<file path="src/hw/frc_timer_pkg.sv">
// Constants and carrier types for the free-running capture/compare timer
package frc_timer_pkg;

  // ----------------------------------------------------------------------
  // Register indices (byte address is four times the index)
  // ----------------------------------------------------------------------
  localparam logic [7:0] IDX_CONTROL = 8'h12;
  localparam logic [7:0] IDX_FLAGS = 8'h13;
  localparam logic [7:0] IDX_CAP_HI = 8'h14;
  localparam logic [7:0] IDX_CAP_LO = 8'h15;
  localparam logic [7:0] IDX_CMP_HI = 8'h16;
  localparam logic [7:0] IDX_CMP_LO = 8'h17;
  localparam logic [7:0] IDX_CNT_HI = 8'h18;
  localparam logic [7:0] IDX_CNT_LO = 8'h19;
  localparam logic [7:0] IDX_ALT_HI = 8'h1A;
  localparam logic [7:0] IDX_ALT_LO = 8'h1B;
  localparam logic [7:0] IDX_NONE = 8'hFF;

  // ----------------------------------------------------------------------
  // Field positions in timer_control and timer_flags
  // ----------------------------------------------------------------------
  localparam int CTL_CAP_IRQ_EN = 7;
  localparam int CTL_CMP_IRQ_EN = 6;
  localparam int CTL_OVF_IRQ_EN = 5;
  localparam int CTL_RUN = 2;
  localparam int CTL_EDGE = 1;
  localparam int CTL_LEVEL = 0;
  localparam int FLG_CAPTURE = 7;
  localparam int FLG_COMPARE = 6;
  localparam int FLG_OVERFLOW = 5;

  // ----------------------------------------------------------------------
  // Reset values and counter constants
  // ----------------------------------------------------------------------
  localparam logic [15:0] COUNT_PRESET = 16'hFFFC;
  localparam logic [15:0] COUNT_MAX = 16'hFFFF;
  localparam logic [15:0] COUNT_ONE = 16'h0001;
  localparam logic [1:0] PRESC_LAST = 2'h3;
  localparam logic [1:0] PRESC_ONE = 2'h1;
  localparam logic [7:0] BYTE_ZERO = 8'h00;
  localparam logic [31:0] WORD_ZERO = 32'h0000_0000;
  localparam logic [2:0] HSIZE_WORD = 3'h2;

  // ----------------------------------------------------------------------
  // State carriers
  // ----------------------------------------------------------------------
  typedef struct packed {
    logic [1:0] presc;
    logic [15:0] count;
    logic [7:0] cnt_buf;
    logic buf_valid;
    logic cmp_inh;
    logic cap_inh;
    logic run;
    logic edge_rise;
    logic level;
    logic cap_ie;
    logic cmp_ie;
    logic ovf_ie;
    logic capture_flag;
    logic compare_flag;
    logic overflow_flag;
    logic [2:0] armed;
    logic stop_pend;
    logic stop_d;
    logic pin_s1;
    logic pin_s2;
    logic pin_s3;
    logic pin_out;
    logic irq;
    logic acc_pend;
    logic acc_write;
    logic [7:0] acc_idx;
    logic [31:0] rdata;
    logic ready;
    logic resp;
  } state_type;

  // Values that reset must leave alone
  typedef struct packed {
    logic [15:0] compare;
    logic [15:0] capture;
  } keep_type;

endpackage : frc_timer_pkg

</file>
<file path="src/hw/frc_timer.sv">
// Free-running 16-bit capture/compare timer with an AHB-Lite register port
`timescale 1ns/1ps
`default_nettype none

module frc_timer
  import frc_timer_pkg::*;
(
  input wire logic REF_CLK,
  input wire logic RSTN,
  input wire logic HSEL,
  input wire logic [31:0] HADDR,
  input wire logic [1:0] HTRANS,
  input wire logic HWRITE,
  input wire logic [2:0] HSIZE,
  input wire logic [31:0] HWDATA,
  input wire logic HREADY,
  output logic HREADYOUT,
  output logic [31:0] HRDATA,
  output logic HRESP,
  input wire logic CAPTURE_PIN,
  output logic COMPARE_PIN,
  input wire logic STOP_MODE,
  output logic TIMER_IRQ
);

  // ----------------------------------------------------------------------
  // State
  // ----------------------------------------------------------------------
  state_type s_reg;
  state_type s_next;
  keep_type k_reg;
  keep_type k_next;

  logic tick;
  logic pin_edge;
  logic tof_set;
  logic ocf_set;
  logic icf_set;
  logic cap_load;
  logic flags_access;
  logic [2:0] clr_vec;
  logic [15:0] count_inc;
  logic [7:0] rbyte;
  logic rd;

  // ----------------------------------------------------------------------
  // Next-state logic
  // ----------------------------------------------------------------------
  always_comb begin
    s_next = s_reg;
    k_next = k_reg;
    s_next.resp = 1'b0;
    count_inc = s_reg.count + COUNT_ONE;
    rd = s_reg.acc_pend & ~s_reg.acc_write;
    rbyte = BYTE_ZERO;

    // Capture pin synchroniser, then an edge detector on the later stages
    s_next.pin_s1 = CAPTURE_PIN;
    s_next.pin_s2 = s_reg.pin_s1;
    s_next.pin_s3 = s_reg.pin_s2;
    pin_edge = s_reg.edge_rise ? (s_reg.pin_s2 & ~s_reg.pin_s3)
                               : (~s_reg.pin_s2 & s_reg.pin_s3);

    // Prescaler and counter
    tick = s_reg.run & ~STOP_MODE & (s_reg.presc == PRESC_LAST);
    if (!s_reg.run) begin
      s_next.count = COUNT_PRESET;
      s_next.presc = 2'h0;
    end else if (STOP_MODE) begin
      s_next.presc = 2'h0;
    end else begin
      s_next.presc = s_reg.presc + PRESC_ONE;
      if (tick) begin
        s_next.count = count_inc;
      end
    end

    // Flag-setting events
    tof_set = tick & (s_reg.count == COUNT_MAX);
    ocf_set = tick & ~s_reg.cmp_inh & (count_inc == k_reg.compare);
    cap_load = pin_edge & s_reg.run & ~s_reg.cap_inh
               & ~(STOP_MODE & s_reg.stop_pend);
    icf_set = pin_edge & s_reg.run & ~STOP_MODE;

    // Compare match drives the level onto the pin whatever the flag
    if (ocf_set) begin
      s_next.pin_out = s_reg.level;
    end

    // Capture the count plus one to cover the synchroniser delay
    if (cap_load) begin
      k_next.capture = count_inc;
    end

    // Edges during stop arm a flag that appears once stop ends
    s_next.stop_d = STOP_MODE;
    if (STOP_MODE && pin_edge && s_reg.run) begin
      s_next.stop_pend = 1'b1;
    end else if (s_reg.stop_d && !STOP_MODE) begin
      s_next.stop_pend = 1'b0;
    end

    // Address phase capture; one wait state before every answer
    s_next.ready = 1'b1;
    s_next.acc_pend = 1'b0;
    if (!s_reg.acc_pend && HSEL && HTRANS[1] && HREADY) begin
      s_next.acc_pend = 1'b1;
      s_next.acc_write = HWRITE;
      s_next.acc_idx = (HSIZE == HSIZE_WORD) ? HADDR[9:2] : IDX_NONE;
      s_next.ready = 1'b0;
    end

    // Data phase: register access and its side effects
    flags_access = s_reg.acc_pend & (s_reg.acc_idx == IDX_FLAGS);
    clr_vec = 3'h0;
    if (s_reg.acc_pend) begin
      case (s_reg.acc_idx)
        IDX_CONTROL: begin
          rbyte = {s_reg.cap_ie, s_reg.cmp_ie, s_reg.ovf_ie, 2'h0,
                   s_reg.run, s_reg.edge_rise, s_reg.level};
          if (s_reg.acc_write) begin
            s_next.cap_ie = HWDATA[CTL_CAP_IRQ_EN];
            s_next.cmp_ie = HWDATA[CTL_CMP_IRQ_EN];
            s_next.ovf_ie = HWDATA[CTL_OVF_IRQ_EN];
            s_next.run = HWDATA[CTL_RUN];
            s_next.edge_rise = HWDATA[CTL_EDGE];
            s_next.level = HWDATA[CTL_LEVEL];
          end
        end
        IDX_FLAGS: begin
          rbyte = {s_reg.capture_flag, s_reg.compare_flag,
                   s_reg.overflow_flag, 5'h00};
        end
        IDX_CAP_HI: begin
          rbyte = k_reg.capture[15:8];
          if (rd) begin
            s_next.cap_inh = 1'b1;
          end
        end
        IDX_CAP_LO: begin
          rbyte = k_reg.capture[7:0];
          clr_vec[2] = s_reg.armed[2];
          if (rd) begin
            s_next.cap_inh = 1'b0;
          end
        end
        IDX_CMP_HI: begin
          rbyte = k_reg.compare[15:8];
          if (s_reg.acc_write) begin
            k_next.compare[15:8] = HWDATA[7:0];
            s_next.cmp_inh = 1'b1;
          end
        end
        IDX_CMP_LO: begin
          rbyte = k_reg.compare[7:0];
          clr_vec[1] = s_reg.armed[1];
          if (s_reg.acc_write) begin
            k_next.compare[7:0] = HWDATA[7:0];
            s_next.cmp_inh = 1'b0;
          end
        end
        IDX_CNT_HI, IDX_ALT_HI: begin
          rbyte = s_reg.count[15:8];
          if (rd && !s_reg.buf_valid) begin
            s_next.cnt_buf = s_reg.count[7:0];
            s_next.buf_valid = 1'b1;
          end
        end
        IDX_CNT_LO, IDX_ALT_LO: begin
          rbyte = s_reg.buf_valid ? s_reg.cnt_buf : s_reg.count[7:0];
          if (s_reg.acc_idx == IDX_CNT_LO) begin
            clr_vec[0] = s_reg.armed[0];
          end
          if (rd) begin
            s_next.buf_valid = 1'b0;
          end
        end
        default: begin
          rbyte = BYTE_ZERO;
        end
      endcase
      s_next.rdata = rd ? {24'h00_0000, rbyte} : WORD_ZERO;
    end

    // Flags: a set in the clearing cycle wins
    s_next.overflow_flag = (s_reg.overflow_flag & ~clr_vec[0]) | tof_set;
    s_next.compare_flag = (s_reg.compare_flag & ~clr_vec[1]) | ocf_set;
    s_next.capture_flag = (s_reg.capture_flag & ~clr_vec[2]) | icf_set
                          | (s_reg.stop_pend & s_reg.stop_d & ~STOP_MODE);
    if (flags_access) begin
      s_next.armed = {s_reg.capture_flag, s_reg.compare_flag,
                      s_reg.overflow_flag};
    end else begin
      s_next.armed = s_reg.armed & ~clr_vec;
    end

    // One registered interrupt from the enabled flags
    s_next.irq = (s_next.capture_flag & s_reg.cap_ie)
                 | (s_next.compare_flag & s_reg.cmp_ie)
                 | (s_next.overflow_flag & s_reg.ovf_ie);
  end

  // ----------------------------------------------------------------------
  // Registers
  // ----------------------------------------------------------------------
  // Control state with asynchronous reset
  always_ff @(posedge REF_CLK or negedge RSTN) begin
    if (!RSTN) begin
      s_reg <= '0;
      s_reg.count <= COUNT_PRESET;
      s_reg.pin_out <= 1'b0;
      s_reg.ready <= 1'b1;
    end else begin
      s_reg <= s_next;
    end
  end

  // Compare and capture values survive reset
  always_ff @(posedge REF_CLK) begin
    k_reg <= k_next;
  end

  // Outputs straight from flip-flops
  assign HREADYOUT = s_reg.ready;
  assign HRDATA = s_reg.rdata;
  assign HRESP = s_reg.resp;
  assign COMPARE_PIN = s_reg.pin_out;
  assign TIMER_IRQ = s_reg.irq;
endmodule : frc_timer

`default_nettype wire

</file>
<file path="config.mk">
export PLATFORM = sky130hd
export DESIGN_NAME = frc_timer
export DESIGN_NICKNAME = d
export VERILOG_FILES = /design/src/hw/frc_timer_pkg.sv /design/src/hw/frc_timer.sv
export SDC_FILE = /design/constraint.sdc
export NUM_CORES = 1
export LEC_CHECK = 0
export CAP_MARGIN = 30
export CORE_AREA = 4 4 81 159
export CTS_CLUSTER_DIAMETER = 100
export DETAILED_ROUTE_END_ITERATION = 10
export DIE_AREA = 0 0 85 163
export DONT_BUFFER_PORTS = 1
export GPL_TIMING_DRIVEN = 0
export PLACE_DENSITY = 0.66
export REMOVE_ABC_BUFFERS = 1
export SYNTH_ARGS = -nofsm -noshare
export SYNTH_HDL_FRONTEND = slang
export SYNTH_SLANG_ARGS = --single-unit
</file>
<file path="constraint.sdc">
create_clock -name REF_CLK -period 6.5 [get_ports REF_CLK]
set_input_delay 0.325 -clock REF_CLK [delete_from_list [all_inputs] [get_ports REF_CLK]]
set_output_delay 0.325 -clock REF_CLK [all_outputs]
set_load 0.02 [all_outputs]
</file>
==> metrics.csv, run 1 <==
stage;metric;value;unit
detailed_routing;finalWirelength;11900;um
synthesis;yosysWarnings;0;
floorplanning;boundaryPins;112;
synthesis;avgSynthCellArea;11.0;um2
timing;fin_setup_tns;0;ns
timing;drv_slew;0;
finish;nets;529;
finish;utilization;47.0;%
placement;dp_hpwl;8820;um
clocking;cts_inserted_buffers;9;
detailed_routing;wire_per_inst;19.8;um
synthesis;synth_edf_count;32;
timing;period_share;47.8;%
timing;fmax;322;MHz
power_and_ir_drop;vdd_drop_max;326;uV
setup_path;worst_setup_path_start_kind;flip-flop;
setup_path;crit_required;6.73;ns
finish;ff_latch_area;2660;um2
floorplanning;dieArea;13900;um2
synthesis;synth_seq_area_share;51.1;%
synthesis;async_reset_ff_share;67.7;%
finish;largest_register_ff_count;54;
setup_path;cp_data_arrival_time;3.33;ns
placement;port_buffers;0;
timing;fin_crit;3.11;ns
detailed_routing;avgViaCountPerCell;5.66;
timing;tightest_slew;0.966;ns
global_route;first_global_vias;3526;
global_route;grt_use_total;18.0;%
timing;clock_skew;0.00712;ns
floorplanning;dieWidth;85;um
detailed_routing;drt_iter0_drc;151;
setup_path;end_kind;flip-flop;
global_route;grt_first_pass_wirelength;18800;um
finish;multi_input_area;2220;um2
clocking;clk_pin_slew;0.06;ns
clocking;clkSinkCount;99;
finish;syn_to_final_growth;5.87;%
outcome;status;finished, final reports clean;
setup_path;crit_fanout;9;
detailed_routing;vias;3400;
synthesis;ys.flop_type;dfrtp_1;
finish;final_cell_mix;52 x dfrtp_1, 49 x nand2_1, 32 x edfxtp_1;
setup_path;crit_type;flip-flop to flip-flop;
floorplanning;core_area;11700;um2
synthesis;netlist_area;5200;um2
timing;hold_violations;0;
global_route;antenna_found_initial;0;
floorplanning;rows;56;
finish;fillers;1050;
clocking;cts.repair.resized;0;
power_and_ir_drop;p_per_area;338;nW/um2
worst_hold_path;min_path_type;input port to flip-flop;
clocking;htreeDepth;3;
global_route;grt.overflow.total;0;
synthesis;ys_ff_latch;99;
power_and_ir_drop;leakage;2.10;nW
clocking;cts_tree;yes;
timing;rsz0062_at_grt;false;
global_route;grt_max_degree;68;
clocking;insertion_delay;0.34;ns
finish;final_common_cell;dfrtp_1;
detailed_routing;drc;0;
floorplanning;initial_utilization;44.4;%
flow_run;max_cap_viol_count;0;
synthesis;synth_cells;471;
synthesis;synthDistinctLibCells;65;
detailed_routing;drt_first_pass_iters;5;
timing;setup_viol;0;
finish;drive_above_1_share;15.8;%
floorplanning;die_h;163;um
clocking;cts_buffer_depth;2;
placement;place.gp.congestion;0.900;
clocking;root_buffer;clkbuf_16;
finish;num_antenna_cells;0;
detailed_routing;ant_nets;0;
timing;max-slew-margin-rel;35.1;%
## power breakdown
group / switching (mW) / internal [mW]
Sequential: 0.118 / 0.754
Clock: 0.216 / 0.309
Combinational: 0.267 / 0.194
Total: 0.601 / 1.26
## path summary, 6_finish.rpt
path | from | end | slack [ns] | cells after the start
max in group asynchronous | RSTN | s_reg[78]$_DFFE_PN1P_ | 5.64 | 2
min in group asynchronous | RSTN | HRDATA[2]$_DFFE_PN0P_ | 0.53 | 2
worst min register to register | s_next[47]$_DFF_PN0_ | s_next[46]$_DFF_PN0_ | 0.36 | 0
worst max-delay path | s_reg[74]$_DFFE_PN0P_ | COMPARE_PIN$_DFFE_PN0P_ | 3.39 | 8
worst max register to register | s_reg[74]$_DFFE_PN0P_ | COMPARE_PIN$_DFFE_PN0P_ | 3.39 | 8
worst min-delay path | STOP_MODE | s_reg[90]$_DFF_PN0_ | 0.05 | 1
## stage by stage
| step | hold slack [ns] | worst slack (ns) | instances | area [um2] | power [mW] |
|---|---|---|---|---|---|
| 2_1_floorplan | 0.0294 | 4.01 | 434 | 4910 | 1.20 |
| 3_5_place_dp | 0.0330 | 3.32 | 580 | 5140 | 1.32 |
| 5_1_grt | 0.0423 | 3.24 | 601 | 5500 | 1.95 |
| 4_1_cts | 0.000253 | 3.29 | 598 | 5480 | 1.86 |
| 3_3_place_gp | 0.0336 | 2.75 | 579 | 5090 | 1.31 |
| 6_report | 0.0477 | 3.39 | 601 | 5500 | 1.86 |
## worst max-delay path, stage by stage, from the launching register on
cell       delay [ns]
dfrtp_1          0.55
ha_1             0.30
nand3_2          0.27
nor2_4           0.31
mux2_2           0.36
a31oi_1          0.14
o2111ai_1        0.22
nor4_2           0.46
mux2_1           0.36
## layer usage
metal,share of wire [%],wire length [um],GRT usage (%),vias to the layer above
met5,0,0,0,-
met3,4.3,505,3.39,38
met2,56,6700,33.3,116
met1,34,4090,17.4,1665
met4,4.8,575,12.2,0
li1,-,-,-,1581
## cell families after synthesis
family,share of synthesized area [%]
other,0.0722
buffers and inverters,8.35
AOI/OAI and AO/OA,11.3
DFF,51.1
and+or+nand+nor,13.7
xor gates and xnor gates,7.25
adders and majority gates,0.481
muxes,7.70
## final cells by class
class / instances / area share (%)
clock inverters: 4 / 0.932
inverters: 16 / 1.09
flip-flops and latches: 99 / 48.3
well taps: 145 / 3.30
repair buffers: 6 / 1.64
multi-input cells: 319 / 40.3
clock buffers: 12 / 4.48
## synth_stat cells, drive strengths merged (2+ instances only)
cell type | count | area share [%]
a21oi | 6 | 0.58
a221oi | 6 | 1.0
a22o | 4 | 0.67
a31oi | 2 | 0.24
and2 | 2 | 0.24
buf | 45 | 6.0
clkbuf | 16 | 1.2
dfrtp | 52 | 25
dfstp | 15 | 7.6
edfxtp | 32 | 18
ha | 2 | 0.48
inv | 16 | 1.2
mux2 | 24 | 5.2
mux2i | 13 | 2.5
nand2 | 49 | 3.5
nand2b | 5 | 0.60
nand3 | 10 | 1.1
nand3b | 4 | 0.58
nand4 | 6 | 1.1
nor2 | 16 | 1.3
nor2b | 2 | 0.24
nor3 | 8 | 0.87
nor3b | 5 | 0.72
nor4 | 7 | 1.3
o211ai | 3 | 0.43
o21ai | 22 | 2.2
o22a | 9 | 1.5
o22ai | 17 | 2.0
o2bb2ai | 2 | 0.34
o311ai | 2 | 0.34
o31ai | 4 | 0.58
or3 | 4 | 0.48
or4 | 3 | 0.53
xnor2 | 22 | 3.7
xor2 | 21 | 3.5
## timing repair
action,CTS,global route
setup buffers,0,0
hold buffers,2,2
endpoints found under the hold margin,67,2
endpoints found under the setup margin,0,0
(Power assumes the default switching activity.)
==> inputs of run 2 (changes only) <==
--- a/config.mk
+++ b/config.mk
@@ -5,14 +5,15 @@
 export SDC_FILE = /design/constraint.sdc
 export NUM_CORES = 1
 export LEC_CHECK = 0
+export ABC_AREA = 1
 export CAP_MARGIN = 30
-export CORE_AREA = 4 4 81 159
+export CORE_AREA = 4 4 82 160
 export CTS_CLUSTER_DIAMETER = 100
 export DETAILED_ROUTE_END_ITERATION = 10
-export DIE_AREA = 0 0 85 163
+export DIE_AREA = 0 0 86 164
 export DONT_BUFFER_PORTS = 1
 export GPL_TIMING_DRIVEN = 0
-export PLACE_DENSITY = 0.66
+export PLACE_DENSITY = 0.65
 export REMOVE_ABC_BUFFERS = 1
 export SYNTH_ARGS = -nofsm -noshare
 export SYNTH_HDL_FRONTEND = slang
==> constraint.sdc (replaced) <==
create_clock -name REF_CLK -period 3.1 [get_ports REF_CLK]
set_input_delay 0.155 -clock REF_CLK [delete_from_list [all_inputs] [get_ports REF_CLK]]
set_output_delay 0.155 -clock REF_CLK [all_outputs]
set_load 0.02 [all_outputs]
==> run 2 against run 1 <==
Against the previous run:
- the flow now finishes with violations (hold timing)
- fmax is 21% higher
- highest routed layer unchanged
- sequential share of layout area fell by 2.1 points
- core utilization increased by 1.5 points
- worst hold slack got worse by 0.054 ns
==> metrics.csv, run 2 <==
stage;metric;value;unit;change
clocking;cts_buffer_depth;2;;unchanged
timing;max-slew-margin-rel;29.5;%;-5.6 points
global_route;grt_use_total;21.3;%;+3.4 points
synthesis;synth_seq_area_share;51.0;%;-0.098 points
global_route;grt_first_pass_wirelength;22400;um;+19%
power_and_ir_drop;power.net_switching;0.700;mW;+16%
clocking;cts.repair.resized;0;;unchanged
detailed_routing;ant_nets;0;;unchanged
setup_path;worst_setup_path_start_kind;flip-flop;;
synthesis;ys.flop_type;dfrtp_1;;
detailed_routing;drt_iter0_drc;422;;+180%
synthesis;synth_cells;621;;+32%
flow_run;max_cap_viol_count;0;;unchanged
setup_path;cp_data_arrival_time;2.84;ns;-0.49 ns
floorplanning;dieArea;14100;um2;+1.8%
power_and_ir_drop;leakage;2.64;nW;+26%
outcome;violations;hold timing;;
synthesis;async_reset_ff_share;67.7;%;unchanged
power_and_ir_drop;swShare;25.5;%;-6.9 points
synthesis;netlist_area;5210;um2;+0.19%
global_route;grt.overflow.total;0;;unchanged
placement;port_buffers;0;;unchanged
placement;place.gp.congestion;0.946;;+5.1%
finish;syn_to_final_growth;10.4;%;
clocking;cts_tree;yes;;
finish;fillers;1088;;+3.6%
finish;drive_above_1_share;10.7;%;-5.0 points
floorplanning;initial_utilization;44.0;%;-0.44 points
finish;final_cell_mix;153 x nand2_1, 86 x inv_1, 52 x dfrtp_1;;
power_and_ir_drop;seqPwrFrac;52.3;%;+5.4 points
power_and_ir_drop;power.internal;2.04;mW;+63%
timing;setup_viol;0;;unchanged
floorplanning;boundaryPins;112;;unchanged
power_and_ir_drop;pwr-share-clk;40.4;%;+12 points
detailed_routing;finalWirelength;14300;um;+21%
synthesis;ys_ff_latch;99;;unchanged
clocking;insertion_delay;0.36;ns;+0.02 ns
synthesis;ys_top_cells_by_count;153 x nand2_1, 86 x inv_1, 52 x dfrtp_1;;
finish;nets;715;;+35%
placement;dp.cells;750;;+29%
timing;fmax;390;MHz;+21%
detailed_routing;avgViaCountPerCell;5.39;;-4.7%
setup_path;crit_required;3.38;ns;-3.35 ns
setup_path;crit_type;flip-flop to flip-flop;;
timing;hold_ws;-0.00651;ns;-0.0542 ns
clocking;htreeDepth;3;;unchanged
timing;clock_skew;0.0136;ns;+0.00646 ns
detailed_routing;wire_per_inst;18.2;um;-8.0%
setup_path;crit_top_cell;inv_1;;
placement;dp_hpwl;10700;um;+21%
setup_path;critPathMaxStageDelay;0.61;ns;+0.06 ns
timing;period_share;82.7;%;+35 points
power_and_ir_drop;comb_power_share;7.3;%;-18 points
floorplanning;core_area;11800;um2;+1.2%
clocking;clk_pin_slew;0.08;ns;+0.02 ns
setup_path;crit_chain;ha_1 -> nand3_1 -> inv_1 -> nor2_1 -> inv_1 -> o22ai_1 -> inv_1;;
timing;setup_ws;0.535;ns;-2.86 ns
power_and_ir_drop;p_per_area;477;nW/um2;+41%
setup_path;crit_fanout;16;;+7
synthesis;synthDistinctLibCells;35;;-46%
timing;hold_violations;1;;+1
global_route;antenna_found_initial;0;;unchanged
synthesis;synth_top_cell_by_area;dfrtp_1;;
finish;largest_register_ff_count;54;;unchanged
timing;drv_slew;0;;unchanged
placement;post-place-ws;0.510;ns;-2.81 ns
timing;tightest_slew;1.05;ns;+0.0880 ns
floorplanning;dieWidth;86;um;+1.2%
synthesis;post-synth-top-count-cell;nand2_1;;
finish;final_cells;787;;+31%
floorplanning;rows;56;;unchanged
finish;final_common_cell;nand2_1;;
finish;num_antenna_cells;0;;unchanged
setup_path;cp_slowest_cell;nand3_1;;
synthesis;synth_edf_count;32;;unchanged
global_route;grt_max_degree;68;;unchanged
clocking;cts_inserted_buffers;9;;unchanged
worst_hold_path;min_path_type;input port to flip-flop;;
global_route;first_global_vias;4313;;+22%
timing;fin_crit;2.56;ns;-0.543 ns
synthesis;synth_top_cell_area_share;25.0;%;-0.048 points
synthesis;yosysWarnings;0;;unchanged
synthesis;synthTopCellsByArea;dfrtp_1 25%, edfxtp_1 18%, nand2_1 11%;;
setup_path;end_kind;flip-flop;;
detailed_routing;drc;0;;unchanged
floorplanning;die_h;164;um;+0.61%
detailed_routing;vias;4243;;+25%
timing;rsz0062_at_grt;false;;
clocking;clkSinkCount;99;;unchanged
synthesis;avgSynthCellArea;8.39;um2;-24%
detailed_routing;drt_first_pass_iters;5;;unchanged
outcome;status;complete, but fails checks;;
clocking;root_buffer;clkbuf_16;;
power_and_ir_drop;vdd_drop_max;336;uV;+3.0%
==> run 2: worst paths after layout <==
path	depth (start not counted)	from	end	slack (ns)
max in group asynchronous	2	RSTN	s_reg[78]$_DFFE_PN1P_	2.43
min reg2reg	0	s_next[47]$_DFF_PN0_	s_next[46]$_DFF_PN0_	0.36
max	7	s_reg[90]$_DFF_PN0_	s_reg[83]$_DFFE_PN1P_	0.54
min in group asynchronous	2	RSTN	s_reg[75]$_DFFE_PN0P_	0.33
max reg2reg	7	s_reg[90]$_DFF_PN0_	s_reg[83]$_DFFE_PN1P_	0.54
min	2	HADDR[9]	s_reg[41]$_DFFE_PN0P_	-0.007
==> run 2: power groups by stage <==
stage / combinational (mW) / sequential, mW / clock (mW)
floorplan: 0.112 / 1.45 / 0
global placement: 0.144 / 1.46 / 0
detailed placement: 0.153 / 1.46 / 0
CTS: 0.200 / 1.43 / 1.11
global route: 0.222 / 1.44 / 1.17
finish: 0.200 / 1.43 / 1.11
==> run 2: kinds of logic after synthesis <==
| logic type | after synthesis | synth area share (%) |
|---|---|---|
| fa+ha+maj | 2 | 0.480 |
| flops | 99 | 51.0 |
| xor+xnor | 1 | 0.168 |
| mux | 6 | 1.30 |
| other cells | 1 | 0.0720 |
| buf+inv | 132 | 12.0 |
| simple gates | 297 | 26.0 |
| compound gates | 83 | 8.96 |
==> run 2: cell type report <==
class                   instances  area [um2]  share of cell area (%)
clock inverters                 5        33.8                   0.587
flip-flops and latches         99        2660                    46.2
repair buffers                 23         246                    4.29
multi-input cells             414        2040                    35.5
clock buffers                  11         254                    4.42
inverters                      90         338                    5.87
well taps                     145         181                    3.15
==> run 2: what timing repair did <==
| action | 4_1_cts | 5_1_grt |
|---|---|---|
| buffers inserted | 0 | 0 |
| hold buffers | 21 | 0 |
| hold endpoints to repair | 100 | 0 |
==> run 2: through the flow <==
stage                     area (um2)  utilization, %  total power [mW]  TNS (ns)  hold WS [ns]
after global placement          5190            43.9              1.60     -5.07        -0.139
after global routing            5750            48.6              2.83         0        0.0387
final                           5750            48.6              2.74         0      -0.00651
after CTS                       5750            48.6              2.75         0       0.00239
after detailed placement        5240            44.2              1.61         0        -0.139
after floorplan                 5010               -              1.56         0        -0.141
==> run 2: worst max-delay path: cells and delay by family, from the launching register on <==
kind / cells / cell delay, ns
DFF: 1 / 0.38
AOI/OAI and AO/OA: 1 / 0.27
and+or+nand+nor: 2 / 0.97
adders and majority gates: 1 / 0.20
buffers and inverters: 3 / 0.67
==> run 2: layer usage <==
layer / vias up / GRT usage [%] / wire [um]
li1: 2011 / - / -
met1: 2019 / 20.9 / 4920
met2: 161 / 38.8 / 7710
met3: 52 / 3.21 / 594
met4: 0 / 16.4 / 1080
met5: - / 0 / 0
==> inputs of run 3 (changes only) <==
==> constraint.sdc (replaced) <==
create_clock -name REF_CLK -period 2.6 [get_ports REF_CLK]
set_input_delay 0.13 -clock REF_CLK [delete_from_list [all_inputs] [get_ports REF_CLK]]
set_output_delay 0.13 -clock REF_CLK [all_outputs]
set_load 0.02 [all_outputs]
==> run 3 against run 2 <==
Against the previous run:
- the run now ends clean
- wire length rose by 0.51%
- cell area rose by 0.83%
- core utilization rose by 0.40 points
- die area did not move
- critical path type unchanged
- critical endpoint is now COMPARE_PIN$_DFFE_PN0P_
- largest power group unchanged
==> metrics.csv, run 3 (synthesis results as in run 2) <==
stage;metric;value;unit;change
setup_path;r2r_start;s_reg[75]$_DFFE_PN0P_;;
setup_path;crit_chain;ha_1 -> nand2_1 -> nor2_4 -> nand2_2 -> nor2_4 -> nand2_2 -> nand2_2 -> nand2_1 -> nand2_1 -> nand3_2 -> nor2_4 -> nand2_2 -> nor2_1 -> nor2_1;;
clocking;cts_buffer_depth;2;;unchanged
power_and_ir_drop;leakage;2.65;nW;+0.64%
setup_path;crit_top_cell;nand2_2;;
clocking;cts_tree;yes;;
power_and_ir_drop;vdd_drop_max;400;uV;+19%
global_route;grt_use_total;21.4;%;+0.084 points
timing;fin_crit;2.42;ns;-0.145 ns
clocking;clk_pin_slew;0.07;ns;about the same
timing;clock_skew;0.00959;ns;-0.00399 ns
setup_path;r2r-end;COMPARE_PIN$_DFFE_PN0P_;;
clocking;htreeDepth;3;;unchanged
setup_path;r2r_setup_slack;0.18;ns;-0.36 ns
timing;period_share;93.1;%;+10 points
timing;tightest_slew;0.682;ns;-0.371 ns
worst_hold_path;holdPathStages;2;;unchanged
setup_path;crit_required;2.84;ns;-0.54 ns
flow_run;max_cap_viol_count;0;;unchanged
floorplanning;boundaryPins;112;;unchanged
worst_hold_path;whs_endpoint;s_reg[38]$_DFFE_PN0P_;;
clocking;clkSinkCount;99;;unchanged
worst_hold_path;min_from;HSIZE[2];;
placement;place.gp.congestion;0.946;;unchanged
timing;fmax;413;MHz;+6.0%
timing;drv_slew;0;;unchanged
timing;max-slew-margin-rel;54.5;%;+25 points
global_route;antenna_found_initial;0;;unchanged
floorplanning;rows;56;;unchanged
setup_path;cp_slowest_cell;dfrtp_1;;
timing;setup_ws;0.180;ns;-0.355 ns
finish;final_common_cell;nand2_1;;
finish;num_antenna_cells;0;;unchanged
timing;setup_viol;0;;unchanged
detailed_routing;wire_per_inst;18.2;um;+0.13%
power_and_ir_drop;p_per_area;564;nW/um2;+18%
floorplanning;core_area;11800;um2;unchanged
placement;post-place-ws;0.0104;ns;-0.500 ns
setup_path;crit_fanout;6;;-10
finish;final_cell_mix;153 x nand2_1, 86 x inv_1, 51 x dfrtp_1;;
floorplanning;dieArea;14100;um2;unchanged
detailed_routing;drc;0;;unchanged
clocking;insertion_delay;0.36;ns;about the same
setup_path;critPathMaxStageDelay;0.45;ns;-0.16 ns
detailed_routing;drt_iter0_drc;441;;+4.5%
placement;postPlaceCellArea;5240;um2;unchanged
global_route;grt_first_pass_wirelength;22500;um;+0.50%
global_route;first_global_vias;4334;;+0.49%
global_route;gr-usage-met1;21.0;%;+0.033 points
floorplanning;dieWidth;86;um;unchanged
setup_path;crit_type;flip-flop to flip-flop;;
finish;largest_register_ff_count;54;;unchanged
finish;drive_above_1_share;11.3;%;+0.57 points
global_route;globalRouteMet3Util;3.21;%;unchanged
clocking;cts_post_setup_buffers_inserted;0;;unchanged
floorplanning;initial_utilization;44.0;%;unchanged
clocking;cts_inserted_buffers;9;;unchanged
placement;dp_hpwl;10700;um;unchanged
global_route;busiest_layer;met2;;
finish;nets;718;;+0.42%
global_route;grt_max_degree;68;;unchanged
setup_path;end_kind;flip-flop;;
placement;port_buffers;0;;unchanged
detailed_routing;finalWirelength;14400;um;+0.51%
global_route;use_met2;39.1;%;+0.25 points
setup_path;reg2reg_depth;14;;+7
detailed_routing;ant_nets;0;;unchanged
timing;rsz0062_at_grt;false;;
detailed_routing;avgViaCountPerCell;5.43;;+0.77%
global_route;grt.overflow.total;0;;unchanged
finish;fillers;1085;;-0.28%
worst_hold_path;min_path_type;input port to flip-flop;;
finish;syn_to_final_growth;11.3;%;
finish;final_cell_area;5800;um2;+0.83%
clocking;root_buffer;clkbuf_16;;
detailed_routing;vias;4292;;+1.2%
outcome;status;finished, final reports clean;;
floorplanning;die_h;164;um;unchanged
detailed_routing;drt_first_pass_iters;5;;unchanged
setup_path;cp_data_arrival_time;2.66;ns;-0.18 ns
setup_path;worst_setup_path_start_kind;flip-flop;;
timing;hold_violations;0;;-1
run 3: changes by cell type in the layout (fill, tap and decap cells not counted):
cell and change:
dlygate4sd3_1 +3, nor3_4 +1, dfrtp_1 -1, dfrtp_2 +1, nor2_2 +2, nand3_2 +1, nor3_2 -1, nor2_1 -2
nand3_1 -1
run 3: layer usage:
layer | share of wire [%] | vias to the layer above | wire, um
met3 | 4.1 | 65 | 585
met1 | 34 | 2026 | 4890
met4 | 8.4 | 0 | 1200
met2 | 54 | 186 | 7710
met5 | 0 | - | 0
li1 | - | 2015 | -
run 3: timing repair:
| item | CTS | global route |
|---|---|---|
| endpoints found under the setup margin | 0 | 33 |
| hold endpoints to repair | 104 | 0 |
| hold buffers | 24 | 0 |
| resized for setup | 0 | 5 |
run 3: how the worst max path moves through the flow:
| stage | start | to | slack (ns) | depth (start not counted) |
|---|---|---|---|---|
| 2_1_floorplan | s_next[46]$_DFF_PN0_ | k_reg[0]$_DFFE_PP_ | 0.31 | 3 |
| 3_3_place_gp | s_next[46]$_DFF_PN0_ | k_reg[4]$_DFFE_PP_ | -0.82 | 3 |
| 3_5_place_dp | s_reg[90]$_DFF_PN0_ | s_reg[78]$_DFFE_PN1P_ | 0.01 | 7 |
| 4_1_cts | s_reg[90]$_DFF_PN0_ | s_reg[78]$_DFFE_PN1P_ | 0.02 | 7 |
| 5_1_grt | s_reg[74]$_DFFE_PN0P_ | COMPARE_PIN$_DFFE_PN0P_ | 0.05 | 14 |
| 6_report | s_reg[75]$_DFFE_PN0P_ | COMPARE_PIN$_DFFE_PN0P_ | 0.18 | 14 |
run 3: worst max-delay path, delay by kind of cell (launching register included):
| kind | cells | cell delay [ns] |
|---|---|---|
| adders and majority gates | 1 | 0.36 |
| and+or+nand+nor | 13 | 1.48 |
| DFF | 1 | 0.45 |
run 3: cell type report:
class	instances	area, um2	area share, %
Inverter	90	338	5.83
Multi-Input combinational cell	414	2060	35.5
Tap cell	145	181	3.13
Sequential cell	99	2660	45.8
Timing Repair Buffer	26	277	4.77
Clock inverter	5	33.8	0.583
Clock buffer	11	254	4.38
run 3: per-stage QoR:
stage	util (%)	setup TNS [ns]	hold slack, ns	total power [mW]	instances
after floorplan	-	0	-0.166	1.86	603
after global placement	43.9	-19.21	-0.164	1.91	748
after detailed placement	44.2	0	-0.164	1.92	750
after CTS	48.8	0	0.0110	3.28	790
after global routing	49.0	0	0.0203	3.39	790
final	49.0	0	0.00305	3.27	790
run 3: power by group:
part	switching, mW	total, mW	internal, mW	leakage (nW)
clock	0.604	1.31	0.708	0.137
sequential	0.0523	1.71	1.66	1.05
combinational	0.174	0.245	0.0705	1.46
